### src/rtl/ear_pkg.sv
// Constants and types shared by the egress action resolver
package ear_pkg;

  // ==========================================================
  // Field widths
  localparam int ENCAP_W = 7;
  localparam int POP_W = 5;
  localparam int BASE_W = 10;
  localparam int OFFS_W = 24;
  localparam int MIDX_W = 8;
  localparam int KEY_W = 4;
  localparam int MAP_W = 11;
  localparam int ADDR_W = 4;
  localparam int DATA_W = 32;
  localparam int CNT_W = 16;

  // ==========================================================
  // Register map
  localparam logic [ADDR_W-1:0] ADDR_CTRL = 4'h0;
  localparam logic [ADDR_W-1:0] ADDR_STATUS = 4'h4;
  localparam logic [DATA_W-1:0] CTRL_RESET = 32'h0000_0001;
  localparam int CTRL_ENABLE_BIT = 0;
  localparam int STAT_FRAMES_LSB = 0;
  localparam int STAT_RSVD_LSB = 16;

  // ==========================================================
  // Pop word override encoding
  localparam logic [POP_W-1:0] POP_USE_HEADER = 5'h00;
  localparam logic [POP_W-1:0] POP_NONE = 5'h01;
  localparam logic [POP_W-1:0] POP_MAX = 5'h15;

  // Protection choice
  typedef enum logic [1:0] {
    EAR_PROT_NONE = 2'b00,
    EAR_PROT_ACTIVE = 2'b01,
    EAR_PROT_INACTIVE = 2'b10,
    EAR_PROT_RSVD = 2'b11
  } ear_prot_e;

  // Mapping key encoding
  typedef enum logic [KEY_W-1:0] {
    EAR_KEY_QOS = 4'b0000,
    EAR_KEY_DP_QOS = 4'b0001,
    EAR_KEY_DSCP = 4'b0010,
    EAR_KEY_DP_DSCP = 4'b0011,
    EAR_KEY_DP_TOS = 4'b0100,
    EAR_KEY_PCP = 4'b0101,
    EAR_KEY_DP_PCP = 4'b0110,
    EAR_KEY_DEI_PCP = 4'b0111,
    EAR_KEY_TC = 4'b1000,
    EAR_KEY_DP_TC = 4'b1001,
    EAR_KEY_POP_PCP = 4'b1010,
    EAR_KEY_DP_POP_PCP = 4'b1011,
    EAR_KEY_POP_DEI_PCP = 4'b1100,
    EAR_KEY_COS = 4'b1101,
    EAR_KEY_DP_COS = 4'b1110,
    EAR_KEY_RSVD = 4'b1111
  } ear_key_e;

endpackage

### src/rtl/ear_egress_action_resolver.sv
// Egress action resolver: encapsulation, pop count, counter and mapping indices
//
// Contract
// - Encapsulation index 1..127 selects an entry; zero pushes no encapsulation.
// - Alternate encapsulation index, same encoding, replaces primary when protection enables it.
// - Pop override 0 uses header count, 1 pops nothing, 2..21 pops 2n bytes.
// - Pop override values 22..31 are reserved; no defined popping behaviour.
// - Override popping more than header count falls back to the header count.
// - Service counter base forms the egress service index.
// - Alternate service counter base replaces primary when protection enables it.
// - Statistics index is base plus 3-bit per-class offset chosen by class.
// - Mapping indices zero and one address resource A: field in bits 10:3 plus key offset.
// - Mapping indices two and three address resource B; index three uses key three.
// - Key 0 adds QoS class; key 1 adds drop precedence times 8 plus QoS.
// - Key 2 adds DSCP; key 3 adds 64 DP plus DSCP; key 4 adds 8 DP plus TOS.
// - Key 5 adds PCP; key 6 adds 8 DP plus PCP; key 7 adds 8 DEI plus PCP.
// - Key 8 adds traffic class; key 9 adds 8 DP plus traffic class.
// - Keys 10..12 use popped tag: PCP, 8 DP plus PCP, 8 DEI plus PCP.
// - Keys 13 and 14 use service class id, key 14 with drop precedence.
// - Four independent mapping keys, one per table, all sharing one encoding.
// - Protection 1 uses alternates when active, 2 when inactive, 0 never.
//
// Our own choices: strobed register access and the placing of the registers.
`timescale 1ns/10ps
module ear_egress_action_resolver (
  input wire logic clock,
  input wire logic rst,
  input wire logic ce,
  input wire logic [ear_pkg::ADDR_W-1:0] reg_addr,
  input wire logic [ear_pkg::DATA_W-1:0] reg_wdata,
  input wire logic reg_we,
  input wire logic reg_re,
  output logic [ear_pkg::DATA_W-1:0] reg_rdata,
  input wire logic action_valid,
  input wire logic [ear_pkg::ENCAP_W-1:0] encap_table_index,
  input wire logic [ear_pkg::ENCAP_W-1:0] encap_table_index_alt,
  input wire logic [ear_pkg::POP_W-1:0] pop_word_override,
  input wire logic [ear_pkg::BASE_W-1:0] service_counter_base,
  input wire logic [ear_pkg::BASE_W-1:0] service_counter_base_alt,
  input wire logic [ear_pkg::OFFS_W-1:0] per_class_counter_offsets,
  input wire logic [ear_pkg::MIDX_W-1:0] mapping_index_zero,
  input wire logic [ear_pkg::MIDX_W-1:0] mapping_index_one,
  input wire logic [ear_pkg::MIDX_W-1:0] mapping_index_two,
  input wire logic [ear_pkg::MIDX_W-1:0] mapping_index_three,
  input wire logic [ear_pkg::KEY_W-1:0] mapping_key_zero,
  input wire logic [ear_pkg::KEY_W-1:0] mapping_key_one,
  input wire logic [ear_pkg::KEY_W-1:0] mapping_key_two,
  input wire logic [ear_pkg::KEY_W-1:0] mapping_key_three,
  input wire logic [1:0] protection_choice,
  input wire logic prot_active,
  input wire logic [ear_pkg::POP_W-1:0] header_pop_words,
  input wire logic [2:0] service_class_id,
  input wire logic [1:0] drop_precedence,
  input wire logic [2:0] qos_class,
  input wire logic [5:0] header_dscp,
  input wire logic [2:0] tos_precedence_bits,
  input wire logic [2:0] pcp,
  input wire logic dei,
  input wire logic [2:0] traffic_class,
  input wire logic [2:0] popped_pcp,
  input wire logic popped_dei,
  output logic result_valid,
  output logic encap_push,
  output logic [ear_pkg::ENCAP_W-1:0] encap_index_out,
  output logic [ear_pkg::POP_W-1:0] pop_words_out,
  output logic pop_reserved,
  output logic [ear_pkg::BASE_W-1:0] service_index,
  output logic [ear_pkg::BASE_W-1:0] stat_index,
  output logic [ear_pkg::MAP_W-1:0] map_a_first_index,
  output logic [ear_pkg::MAP_W-1:0] map_a_second_index,
  output logic [ear_pkg::MAP_W-1:0] map_b_first_index,
  output logic [ear_pkg::MAP_W-1:0] map_b_second_index,
  output logic [3:0] map_valid
);
  import ear_pkg::*;

  // ==========================================================
  // Offset builder shared by all four mapping keys
  function automatic logic [8:0] ear_key_offset(
    input logic [KEY_W-1:0] key,
    input logic [1:0] dp,
    input logic [2:0] qos,
    input logic [5:0] dscp,
    input logic [2:0] tos,
    input logic [2:0] pc,
    input logic de,
    input logic [2:0] tc,
    input logic [2:0] ppc,
    input logic pde,
    input logic [2:0] cos
  );
    logic [8:0] r;
    r = 9'h000;
    case (key)
      EAR_KEY_QOS: r = {1'b1, 5'h00, qos};
      EAR_KEY_DP_QOS: r = {1'b1, 3'h0, dp, qos};
      EAR_KEY_DSCP: r = {1'b1, 2'h0, dscp};
      EAR_KEY_DP_DSCP: r = {1'b1, dp, dscp};
      EAR_KEY_DP_TOS: r = {1'b1, 3'h0, dp, tos};
      EAR_KEY_PCP: r = {1'b1, 5'h00, pc};
      EAR_KEY_DP_PCP: r = {1'b1, 3'h0, dp, pc};
      EAR_KEY_DEI_PCP: r = {1'b1, 4'h0, de, pc};
      EAR_KEY_TC: r = {1'b1, 5'h00, tc};
      EAR_KEY_DP_TC: r = {1'b1, 3'h0, dp, tc};
      EAR_KEY_POP_PCP: r = {1'b1, 5'h00, ppc};
      EAR_KEY_DP_POP_PCP: r = {1'b1, 3'h0, dp, ppc};
      EAR_KEY_POP_DEI_PCP: r = {1'b1, 4'h0, pde, ppc};
      EAR_KEY_COS: r = {1'b1, 5'h00, cos};
      EAR_KEY_DP_COS: r = {1'b1, 3'h0, dp, cos};
      default: r = 9'h000;
    endcase
    return r;
  endfunction

  // ==========================================================
  // Register state
  logic ctrl_enable;
  logic [CNT_W-1:0] frame_count;
  logic [CNT_W-1:0] rsvd_count;

  // Register decode
  wire logic sel_ctrl = (reg_addr == ADDR_CTRL);
  wire logic sel_status = (reg_addr == ADDR_STATUS);
  wire logic wr_ctrl = reg_we && sel_ctrl;
  wire logic wr_status = reg_we && sel_status;
  wire logic [DATA_W-1:0] ctrl_word = {{(DATA_W-1){1'b0}}, ctrl_enable};
  wire logic [DATA_W-1:0] status_word = {rsvd_count, frame_count};
  wire logic [DATA_W-1:0] next_rdata = sel_ctrl ? ctrl_word : (sel_status ? status_word : 32'h0000_0000);

  // ==========================================================
  // Action acceptance
  wire logic take = ce && action_valid && ctrl_enable && !rst;

  // Protection choice decode
  wire logic use_alt = (protection_choice == EAR_PROT_ACTIVE && prot_active) ||
                       (protection_choice == EAR_PROT_INACTIVE && !prot_active);

  // Encapsulation selection
  wire logic [ENCAP_W-1:0] next_encap = use_alt ? encap_table_index_alt : encap_table_index;
  wire logic next_push = (next_encap != 7'h00);

  // Service and statistics indices
  wire logic [BASE_W-1:0] next_service = use_alt ? service_counter_base_alt : service_counter_base;
  wire logic [2:0] class_offset = per_class_counter_offsets[3*service_class_id +: 3];
  wire logic [BASE_W-1:0] next_stat = next_service + {7'h00, class_offset};

  // ==========================================================
  // Pop word resolution
  wire logic pop_rsvd_in = (pop_word_override > POP_MAX);
  wire logic [POP_W-1:0] pop_eff = (pop_word_override == POP_NONE) ? 5'h00 : pop_word_override;
  wire logic pop_use_hdr = (pop_word_override == POP_USE_HEADER) || pop_rsvd_in ||
                           (pop_eff > header_pop_words);
  wire logic [POP_W-1:0] next_pop = pop_use_hdr ? header_pop_words : pop_eff;

  // ==========================================================
  // Mapping index formation, one lane per table
  wire logic [MIDX_W-1:0] midx [4];
  wire logic [KEY_W-1:0] mkey [4];
  wire logic [8:0] moff [4];
  wire logic [MAP_W-1:0] next_map [4];
  logic [MAP_W-1:0] map_q [4];
  assign midx[0] = mapping_index_zero;
  assign midx[1] = mapping_index_one;
  assign midx[2] = mapping_index_two;
  assign midx[3] = mapping_index_three;
  assign mkey[0] = mapping_key_zero;
  assign mkey[1] = mapping_key_one;
  assign mkey[2] = mapping_key_two;
  assign mkey[3] = mapping_key_three;

  // Each table keeps its own key and base
  generate
    for (genvar i = 0; i < 4; i++) begin : g_map
      assign moff[i] = ear_key_offset(mkey[i], drop_precedence, qos_class, header_dscp,
                                      tos_precedence_bits, pcp, dei, traffic_class,
                                      popped_pcp, popped_dei, service_class_id);
      assign next_map[i] = {midx[i], 3'h0} + {3'h0, moff[i][7:0]};
    end
  endgenerate

  // Hold all four lane results in one process, so the array has a single driver
  always_ff @(posedge clock) begin
    if (rst) begin
      map_q <= '{default: 11'h000};
    end else if (take) begin
      map_q <= next_map;
    end
  end

  wire logic [3:0] next_valid = {moff[3][8], moff[2][8], moff[1][8], moff[0][8]};
  wire logic key_rsvd_in = (next_valid != 4'hf);

  // Resource A lanes, then resource B lanes
  assign map_a_first_index = map_q[0];
  assign map_a_second_index = map_q[1];
  assign map_b_first_index = map_q[2];
  assign map_b_second_index = map_q[3];

  // ==========================================================
  // Result registers
  always_ff @(posedge clock) begin
    if (rst) begin
      result_valid <= 1'b0;
      encap_push <= 1'b0;
      encap_index_out <= 7'h00;
      pop_words_out <= 5'h00;
      pop_reserved <= 1'b0;
      service_index <= 10'h000;
      stat_index <= 10'h000;
      map_valid <= 4'h0;
    end else if (ce) begin
      result_valid <= take;
      if (take) begin
        encap_push <= next_push;
        encap_index_out <= next_encap;
        pop_words_out <= next_pop;
        pop_reserved <= pop_rsvd_in;
        service_index <= next_service;
        stat_index <= next_stat;
        map_valid <= next_valid;
      end
    end
  end

  // ==========================================================
  // Control register and status counters; a counted event in the cycle of a clear leaves the count at one
  always_ff @(posedge clock) begin
    if (rst) begin
      ctrl_enable <= CTRL_RESET[CTRL_ENABLE_BIT];
      frame_count <= 16'h0000;
      rsvd_count <= 16'h0000;
    end else if (ce) begin
      if (wr_ctrl) begin
        ctrl_enable <= reg_wdata[CTRL_ENABLE_BIT];
      end
      if (take) begin
        frame_count <= wr_status ? 16'h0001 : frame_count + 16'h0001;
      end else if (wr_status) begin
        frame_count <= 16'h0000;
      end
      if (take && (pop_rsvd_in || key_rsvd_in)) begin
        rsvd_count <= wr_status ? 16'h0001 : rsvd_count + 16'h0001;
      end else if (wr_status) begin
        rsvd_count <= 16'h0000;
      end
    end
  end

  // Read data stands one cycle after the strobe, zero otherwise
  always_ff @(posedge clock) begin
    if (rst) begin
      reg_rdata <= 32'h0000_0000;
    end else if (ce) begin
      reg_rdata <= reg_re ? next_rdata : 32'h0000_0000;
    end
  end
endmodule

### config.mk
export PLATFORM = sky130hd
export DESIGN_NAME = ear_egress_action_resolver
export DESIGN_NICKNAME = d
export VERILOG_FILES = /design/src/rtl/ear_pkg.sv /design/src/rtl/ear_egress_action_resolver.sv
export SDC_FILE = /design/constraint.sdc
export NUM_CORES = 1
export LEC_CHECK = 0
export ABC_AREA = 1
export BUFFER_PORTS_ARGS = -buffer_cell sky130_fd_sc_hd__buf_2
export CAP_MARGIN = 20
export CORE_ASPECT_RATIO = 0.6
export CORE_MARGIN = 3
export CORE_UTILIZATION = 45
export CTS_BUF_LIST = sky130_fd_sc_hd__clkbuf_8
export DETAILED_ROUTE_END_ITERATION = 10
export PLACE_DENSITY = 0.84
export REMOVE_ABC_BUFFERS = 1
export SETUP_SLACK_MARGIN = 0.1
export SYNTH_ARGS = -nofsm -noshare
export SYNTH_HDL_FRONTEND = slang
export SYNTH_SLANG_ARGS = --single-unit
### constraint.sdc
create_clock -name clock -period 8.81 [get_ports clock]
set_input_delay 1.762 -clock clock [delete_from_list [all_inputs] [get_ports clock]]
set_output_delay 1.762 -clock clock [all_outputs]
set_load 0.01 [all_outputs]
Yosys cells after proc, flatten, opt, wreduce, memory -nomap -nowiden
Index checks and enable logic that the tools add are counted.

Register bits: 148. Input bits: 189. Output and inout bits: 115. Word-level logic and storage cells: 131.

Add/sub/neg operators: 7. Multiply operators: 1. Order comparisons: 2. Equal/unequal tests: 61. Shift-type cells: 1. Mux-type cells: 16. Reductions and logical operators: 27.

Operator list (count): $pmux 9 s15 (4); $eq 4x4->1 const B (28); $mux 32 (3); $mux 16 (5); $eq 4x3->1 const B (17); $add 11x8->11 (4); $add 16x1->16 const B (2); $eq 4x2->1 const B (8); $shiftx 24x6->3 (1); $logic_not 4->1 (5); $eq 4x1->1 const B (4); $add 10x3->10 (1); $mux 10 (1); $mux 5 (2); $logic_and 1x1->1 (8); $reduce_and 2->1 (4); $mux 7 (1); $reduce_bool 7->1 (1); $eq 5x1->1 const B (1); $gt 5x5->1 (1); $gt 5x5->1 const B (1); $logic_not 5->1 (1); $mul 2x3->5 const A (1); $logic_or 1x1->1 (4); other kinds (5) (7).

Depth between registers and ports, before layout
Gate-level depths: netlist (run 1).

Word-level depth: 7. Depth in mapped cells: 19. Gate-level depth less buffers: 18.

Least setup slack after synthesis (run 1)
Ideal clock, no wire load.

Path kind: input-to-reg. From: in service_class_id[0]. To: reg stat_index[8] in the netlist's numbering. Setup time: 0.113 ns. Arrival time: 3.873 ns. Data required time: 8.697 ns. Setup slack: 4.824 ns. Stages: 15. Buffers on the path: 2. Path through: clkbuf_1 clkbuf_1 nor2_1 nor2_1 o21ai_0 a31oi_1 ha_1 inv_1 fa_1 o21ai_0 nand3_1 nor2_1 nand3_1 nor2_1 nor2_1.

Longest elaborated chain between the ends: 3.

RTL lines: start, declared (line ear_egress_action_resolver.sv:52) `input wire logic [2:0] service_class_id,`; $mul 2x3->5 (line ear_egress_action_resolver.sv:144) `wire logic [2:0] class_offset = per_class_counter_offsets[3*service_class_id +: 3];`; $shiftx 24x6->3 (line ear_egress_action_resolver.sv:144); $add 10x3->10 (line ear_egress_action_resolver.sv:145) `wire logic [BASE_W-1:0] next_stat = next_service + {7'h00, class_offset};`; end signal, assigned (line ear_egress_action_resolver.sv:219) `stat_index <= next_stat;`; end, declared (line ear_egress_action_resolver.sv:68) `output logic [ear_pkg::BASE_W-1:0] stat_index,`.

No other way between the ends. A chain may end at the register's enable or synchronous reset.

Worst setup path after layout (run 1)
From: in rst. To: reg frame_count[13].

Longest elaborated chain between the ends: 4. Elaborated cells on any way between the ends: 5. Classes of those cells: mux (1); reduce/logical (4).

RTL lines: start, declared (line ear_egress_action_resolver.sv:27) `input wire logic rst,`; $logic_not 1->1 (line ear_egress_action_resolver.sv:132) `wire logic take = ce && action_valid && ctrl_enable && !rst;`; $logic_and 1x1->1 (line ear_egress_action_resolver.sv:132); $reduce_bool 2->1 (no line); $reduce_and 2->1 (no line); end signal, assigned (line ear_egress_action_resolver.sv:237) `frame_count <= wr_status ? 16'h0001 : frame_count + 16'h0001;`; end, declared (line ear_egress_action_resolver.sv:118) `logic [CNT_W-1:0] frame_count;`.

Several ways; a longest one is shown, not always the timed one.

==> summary.md, run 1 <==
| Metric | Value |
|---|---|
| Status | finished, final reports clean |
| Mapped cell area | 8650 um2 |
| Cells after Synth | 1,330 |
| CTS tree | yes |
| Relative slew slack | 0.293 |
| Multi-input logic area | 4850 um2 |
| Slowest CP cell | buf_4 |
| Boundary Pins | 304 |
| Seq/Total Area, Yosys | 0.342 |
| Delay-heaviest family, CP | buffers and inverters |
| # hold bufs at CTS | 0 |
| Die Wd | 185 um |
| RSZ-0062 raised after global routing | no |
| Worst hold path class | reg -> reg |
| FMAX | 0.249 GHz |
| Clock Tree Root | clkbuf_8 |
| Vias/cell | 5.34 |
| Post-Layout Inst Area | 10,600 um2 |
| CP arrival | 4.38 ns |
| Met2 Resource Use GR | 0.418 |
| Synth area leaders | dfxtp_1, nand2_1, a21oi_1 |
| Top cell type's share of synthesized area | 0.342 |
| Initial antenna violation count | 6 |
| Clk Latency, worst-skew pair | 0.46 ns |
| Non-Filler Instances | 1,835 |
| Final period utilization | 0.456 |
| Placed Instances | 1,798 |
| Clk sinks | 148 |
| First drt pass iteration count | 7 |
| Critical path type | in -> reg |
| TritonCTS buffer count | 17 |
| Slew Viols, Final | 0 |
| Hold path startpoint | reg_rdata[12] |
| Pre-CTS WS | 4.13 ns |
| Critical-path cell list | buf_2, buf_4, inv_2, nand4_4, buf_4, nand2_2, inv_2, nand2_1, a211oi_1 |
| Number of remaining DRC errors | 0 |
| Busiest layer in global routing | met2 |
| Setup Viol. Count Final | 0 |
| Bufs and invs on worst path | 5 |
| Synth-to-layout area growth | 22.7% |
| Actual slew at the worst max-slew pin | 1.06 ns |
| Leak Pwr | 5.33 nW |
| Yosys cell types | 44 |
| GR Overflow Total | 0 |
| PwrDens | 150 nW/um2 |
| Core Box Area | 18,400 um2 |
| Initial Utilization | 0.469 |
| Vias after detailed routing | 9,808 |
| Final #Nets | 1,803 |
| Cts repair resizes | 0 |
| Clock Skew | 0.00681 ns |
| Setup TNS | 0 ns |
| Clock slew at reported path FFs | 0.08 ns |
| Final hold viol count | 0 |
| Worst Setup Slack, final | 4.80 ns |
| M1 GR Usage | 0.382 |
| Worst setup EP type | flop |
| Post-route ant nets | 0 |
| CP required | 9.17 ns |
| First-pass GRT wire length | 45.7 mm |
| Max rail drop VDD | 0.0000811 V |
| GPL Wtd Cong | 0.922 |
| Post-CTS Setup Repair Bufs | 0 |
| Vias in the first global route | 8,980 |
| Max_cap viols | 0 |
| Critical path fanouts, max | 96 |
| YS warnings | 0 |
| Reg2reg start | ctrl_enable |
| Port Buffers | 272 |
| Synthesized area per cell | 6.51 um2 |
| Fillers | 1,779 |
| Site row count | 38 |
| Commonest non-fill, non-tap cell in the layout | nand2_1 |
| DRT iter0 DRCs | 1,000 |
| Die ar. | 21,000 um2 |
| #FFs+latches synth | 148 |
| Met3 Use GR | 0.0695 |
| Total global-route track usage | 0.273 |
| Layout cell share with drive strength beyond 1 | 0.215 |
| CP Launch Point | rst |
| Startpoint Class | input pin |
| H-tree levels | 4 |
| Largest net degree at the start of global routing | 97 |
| Avg WL per Cell | 15.8 um |
| Maximum root-to-sink buffer count | 2 |
| Final WL | 29.0 mm |
| End-of-flow core utilization | 0.576 |
| Cell taking the most area after synthesis | dfxtp_1 |
| Area of placed instances | 10,100 um2 |
| Most frequent cells in the layout | nand2_1, buf_2, inv_1, dfxtp_1, a21oi_1 |
| Chip Height | 113 um |
| Register area | 2960 um2 |
| Crit path largest cell delay | 0.71 ns |
| Detailed placement HPWL | 21.9 mm |
| Period minus WS final | 4.01 ns |
[final cells by class]
class	instances	share of cell area
clock inverter	13	0.0170
tap	240	0.0283
sequential	148	0.279
timing repair buffer	278	0.135
multi-input combinational	971	0.457
clock buffer	19	0.0246
antenna	3	0.000707
inverter	163	0.0578
[state kept, by name, summed over array words and instances, names as in the netlist]
| signal | count |
|---|---|
| rsvd_count | 16 |
| map_b_second_index | 11 |
| reg_rdata | 32 |
| encap_push | 1 |
| map_b_first_index | 11 |
| map_a_first_index | 11 |
| pop_words_out | 5 |
| service_index | 10 |
| result_valid | 1 |
| pop_reserved | 1 |
| encap_index_out | 7 |
| map_a_second_index | 11 |
| frame_count | 16 |
| ctrl_enable | 1 |
| map_valid | 4 |
| stat_index | 10 |
[logic make-up after synthesis]
group,after synthesis,share of synthesized area
DFF,148,0.342
xor gates and xnor gates,16,0.0162
and+or+nand+nor,644,0.318
adders and majority gates,35,0.0549
buffers and inverters,211,0.0967
AOI/OAI and AO/OA,276,0.172
[worst paths after layout]
path | slack [ns] | end | depth (start not counted)
setup / recovery | 4.80 | frame_count[13] | 9
hold / removal | 0.46 | reg_rdata[12] | 2
setup reg to reg | 6.59 | frame_count[13] | 6
hold reg to reg | 0.46 | reg_rdata[12] | 2
[through the flow]
stage,power (mW),hold slack (ns)
after floorplan,0.880,0.448
after global placement,1.00,0.451
after detailed placement,1.01,0.453
after CTS,1.60,0.466
after global routing,1.67,0.487
final,1.59,0.464
[cells in the mapped netlist, drive strengths merged]
cell	number
a22oi	1
ha	30
a31o	3
a32oi	1
o21bai	1
fa	5
a31oi	12
a211oi	5
o22ai	24
o2111ai	3
buf	29
or2	3
xor2	7
nor4	2
dfxtp	148
nand2	358
nor3	18
clkinv	2
o21ai	95
a21oi	123
and3	1
nor2	129
nand3	113
inv	161
o211ai	4
clkbuf	19
nand4	15
xnor2	9
o31ai	2
o21a	2
nand3b	5
[metal layers]
layer | vias to the layer above | share of wire
li1 | 4856 | -
met1 | 4472 | 0.46
met3 | 34 | 0.096
met2 | 440 | 0.43
met4 | 6 | 0.015
met5 | - | 0.0016
[where the power goes]
group | internal [mW] | switching, mW
clock | 0.323 | 0.272
sequential | 0.692 | 0.0128
combinational | 0.108 | 0.185
[worst reg2reg max path: cells and delay by family (launching register included)]
kind	cells	cell delay [ns]
DFF	1	0.36
AOI/OAI and AO/OA	1	0.26
and+or+nand+nor	3	0.58
buffers and inverters	2	0.93
No activity file was read; power rests on OpenSTA's default activity.
==> run 2: changes to the inputs <==
--- a/config.mk
+++ b/config.mk
@@ -5,7 +5,7 @@
 export SDC_FILE = /design/constraint.sdc
 export NUM_CORES = 1
 export LEC_CHECK = 0
-export ABC_AREA = 1
+export ABC_AREA = 0
 export BUFFER_PORTS_ARGS = -buffer_cell sky130_fd_sc_hd__buf_2
 export CAP_MARGIN = 20
 export CORE_ASPECT_RATIO = 0.6
@@ -13,7 +13,7 @@
 export CORE_UTILIZATION = 45
 export CTS_BUF_LIST = sky130_fd_sc_hd__clkbuf_8
 export DETAILED_ROUTE_END_ITERATION = 10
-export PLACE_DENSITY = 0.84
+export PLACE_DENSITY = 0.87
 export REMOVE_ABC_BUFFERS = 1
 export SETUP_SLACK_MARGIN = 0.1
 export SYNTH_ARGS = -nofsm -noshare
==> constraint.sdc (replaced) <==
create_clock -name clock -period 3.5 [get_ports clock]
set_input_delay 0.7 -clock clock [delete_from_list [all_inputs] [get_ports clock]]
set_output_delay 0.7 -clock clock [all_outputs]
set_load 0.01 [all_outputs]
==> run 2 against run 1 <==
  * Combinational power grew to 2.7 times the previous value
  * Critical path depth is 2 higher
  * Final cell count decreased by 16%
  * Critical endpoint is now stat_index[7]
  * Clock power grew to 2.6 times the previous value
  * Die area rose by 0.18%
  * Sequential share of layout area down 0.11 points
  * Power rose to 2.6 times the previous value
  * Core utilization up 0.089 points
  * First-iteration DRC count is 18% lower
  * Via count is 7.5% lower
  * Clock skew up 0.0023 ns
==> summary.md, run 2 <==
| Metric | Value |
|---|---|
| Post-CTS Setup Repair Bufs | 0 (unchanged) |
| Max rail drop VDD | 0.000247 V (+200%) |
| Clk Latency, worst-skew pair | 0.46 ns (about the same) |
| Final hold viol count | 0 (unchanged) |
| # hold bufs at CTS | 0 (unchanged) |
| Synth area leaders | dfxtp_1, nor2_1, o21ai_0 |
| Bufs and invs on worst path | 2 (-3) |
| YS warnings | 0 (unchanged) |
| Number of remaining DRC errors | 0 (unchanged) |
| Clk sinks | 148 (unchanged) |
| End-of-flow core utilization | 0.577 (+0.000888) |
| Maximum root-to-sink buffer count | 2 (unchanged) |
| Die ar. | 21,000 um2 (+0.18%) |
| First-pass GRT wire length | 44.3 mm (-2.9%) |
| Final period utilization | 0.837 |
| Largest register by flop count | reg_rdata |
| Most frequent cells in the layout | buf_2, dfxtp_1, nor2_1, o21ai_0, nand2_1 |
| Core Box Area | 18,500 um2 (+0.26%) |
| DRT iter0 DRCs | 823 (-18%) |
| H-tree levels | 4 (unchanged) |
| Vias after detailed routing | 9,069 (-7.5%) |
| Seq/Total Area, Yosys | 0.342 (-0.000642) |
| Yosys cell types | 78 (+77%) |
| Cell taking the most area after synthesis | dfxtp_1 |
| Asr flop ratio synth | 0 (unchanged) |
| Worst Setup Slack, final | 0.570 ns (-4.23 ns) |
| Register area | 2960 um2 (unchanged) |
| Clock slew at reported path FFs | 0.09 ns (about the same) |
| Relative slew slack | 0.295 (+0.00162) |
| Port Buffers | 272 (unchanged) |
| Pre-CTS WS | 0.0920 ns (-4.04 ns) |
| #FFs+latches synth | 148 (unchanged) |
| Top cell type's share of synthesized area | 0.342 (-0.000642) |
| TritonCTS buffer count | 17 (unchanged) |
| Clock Skew | 0.00909 ns (+0.00228 ns) |
| Vias/cell | 5.85 (+9.5%) |
| Final #Nets | 1,517 (-16%) |
| Critical-path cell list | buf_2, mux4_2, mux2i_1, inv_1, ha_1, a21o_1, a21o_1, nand4_1, nor4_2, xor2_1, o21ai_0 |
| CP Launch Point | service_class_id[0] |
| Number of flops mapped to enable cells by yosys | 0 (unchanged) |
| Multi-input logic area | 5260 um2 (+8.4%) |
| Cts repair resizes | 0 (unchanged) |
| Primary FF master, synth | dfxtp_1 |
| First drt pass iteration count | 6 (-1) |
| Worst hold path class | in -> reg |
| Site row count | 38 (unchanged) |
| PwrDens | 388 nW/um2 (+160%) |
| Cells after Synth | 1,059 (-20%) |
| Delay-heaviest family, CP | multiplexers |
| Die Wd | 185 um (about the same) |
| Reg2reg start | ctrl_enable |
| Chip Height | 114 um (about the same) |
| Most Frequent Cell on Critical Path | a21o_1 |
| Critical path fanouts, max | 7 (-93%) |
| Total global-route track usage | 0.266 (-0.00669) |
| Fillers | 1,675 (-5.8%) |
| Crit path largest cell delay | 0.54 ns (-0.17 ns) |
| Detailed placement HPWL | 21.4 mm (-2.0%) |
| Largest net degree at the start of global routing | 102 (+5.2%) |
| Post-route ant nets | 0 (unchanged) |
| Synthesized area per cell | 8.19 um2 (+26%) |
| CTS tree | yes |
| Max FFs per register | 32 (unchanged) |
| GPL Wtd Cong | 0.951 (+3.1%) |
| Startpoint Class | input pin |
| Placed Instances | 1,512 (-16%) |
| Initial Utilization | 0.469 (about the same) |
| Commonest non-fill, non-tap cell in the layout | buf_2 |
| Biggest regs | reg_rdata x32, frame_count x16, rsvd_count x16 |
| Worst setup EP type | flop |
| Avg WL per Cell | 18.6 um (+18%) |
| Layout cell share with drive strength beyond 1 | 0.270 (+0.0548) |
| Final WL | 28.9 mm (-0.45%) |
| Max_cap viols | 0 (unchanged) |
| Busiest layer in global routing | met2 |
| Top-count cell post-synth | dfxtp_1 |
| Vias in the first global route | 8,331 (-7.2%) |
| M1 GR Usage | 0.369 (-0.0131) |
| GR Overflow Total | 0 (unchanged) |
| Synth-to-layout area growth | 23.0% |
| Met3 Use GR | 0.0803 (+0.0108) |
| Slew Viols, Final | 0 (unchanged) |
| Mapped cell area | 8670 um2 (+0.19%) |
| Initial antenna violation count | 3 (-3) |
| Pwr Total | 4.14 mW (+160%) |
| Commonest cells in the synthesized netlist | dfxtp_1, nor2_1, o21ai_0, nand2_1, clkbuf_1 |
| Status | finished, final reports clean |
| Non-Filler Instances | 1,549 (-16%) |
| Boundary Pins | 304 (unchanged) |
| Clock Tree Root | clkbuf_8 |
| Setup Viol. Count Final | 0 (unchanged) |
| Actual slew at the worst max-slew pin | 1.06 ns (-0.00243 ns) |
| Met2 Resource Use GR | 0.400 (-0.0179) |
| RSZ-0062 raised after global routing | no |
| CP arrival | 3.23 ns (-1.15 ns) |
| Period minus WS final | 2.93 ns |
| Critical path type | in -> reg |
| CP required | 3.80 ns (-5.37 ns) |
| FMAX | 0.341 GHz |
| Leak Pwr | 4.80 nW (-9.9%) |
| Slowest CP cell | mux4_2 |
| Hold path startpoint | reg_wdata[0] |
==> run 2: changes by cell type in the layout (fill, tap and decap cells not counted), moves of 20 or more <==
cell and change:
mux2i_1 +35, inv_1 -121, nor2b_1 +29, nand2_1 -270, a22oi_1 +39, nand3b_1 +20
nand3_1 -56, o22ai_1 -22, a21oi_1 -73
==> run 2: cell families (layout without fill, tap and decap cells) <==
logic type / after synthesis / count (layout) / synth area share
flops: 148 / 148 / 0.342
simple gates: 397 / 397 / 0.235
other cells: 0 / 3 / 0
mux: 50 / 50 / 0.0680
fa+ha+maj: 35 / 35 / 0.0548
xor+xnor: 42 / 42 / 0.0424
compound gates: 277 / 277 / 0.207
buf+inv: 110 / 357 / 0.0517
==> run 2: cell type report <==
cell class | instances | share of cell area
Multi-Input combinational cell | 801 | 0.494
Inverter | 35 | 0.0123
Clock inverter | 15 | 0.0211
Antenna cell | 3 | 0.000704
Tap cell | 240 | 0.0282
Sequential cell | 148 | 0.278
Clock buffer | 17 | 0.0219
Timing Repair Buffer | 290 | 0.144
==> run 2: metrics by stage <==
| stage | hold WS, ns | area, um2 | setup TNS (ns) |
|---|---|---|---|
| global route | 0.442 | 10700 | 0 |
| finish | 0.457 | 10700 | 0 |
| CTS | 0.427 | 10600 | 0 |
| detailed placement | 0.443 | 10100 | 0 |
| floorplan | 0.441 | 8350 | -17.76 |
| global placement | 0.438 | 10100 | 0 |
==> run 2: final timing paths <==
kind                            cells past startpoint  slack, ns                    end
worst max-delay path                               11       0.57          stat_index[7]
worst min-delay path                                3       0.46            ctrl_enable
worst max register to register                      5       1.30         rsvd_count[11]
worst min register to register                      2       0.46  map_a_second_index[5]
==> run 2: metal layers <==
layer / share of wire / up-vias
li1: - / 4282
met1: 0.45 / 4299
met2: 0.43 / 439
met3: 0.10 / 49
met4: 0.020 / 0
met5: 0 / -
==> run 2: power by group <==
part / internal, mW / switching [mW] / total (mW)
clock network: 0.854 / 0.707 / 1.56
logic: 0.334 / 0.467 / 0.802
registers: 1.74 / 0.0331 / 1.78
==> run 2: tightest hold or removal path: stages <==
cell and delay, ns:
buf_2 0.08, mux2i_1 0.06, nand2b_1 0.06
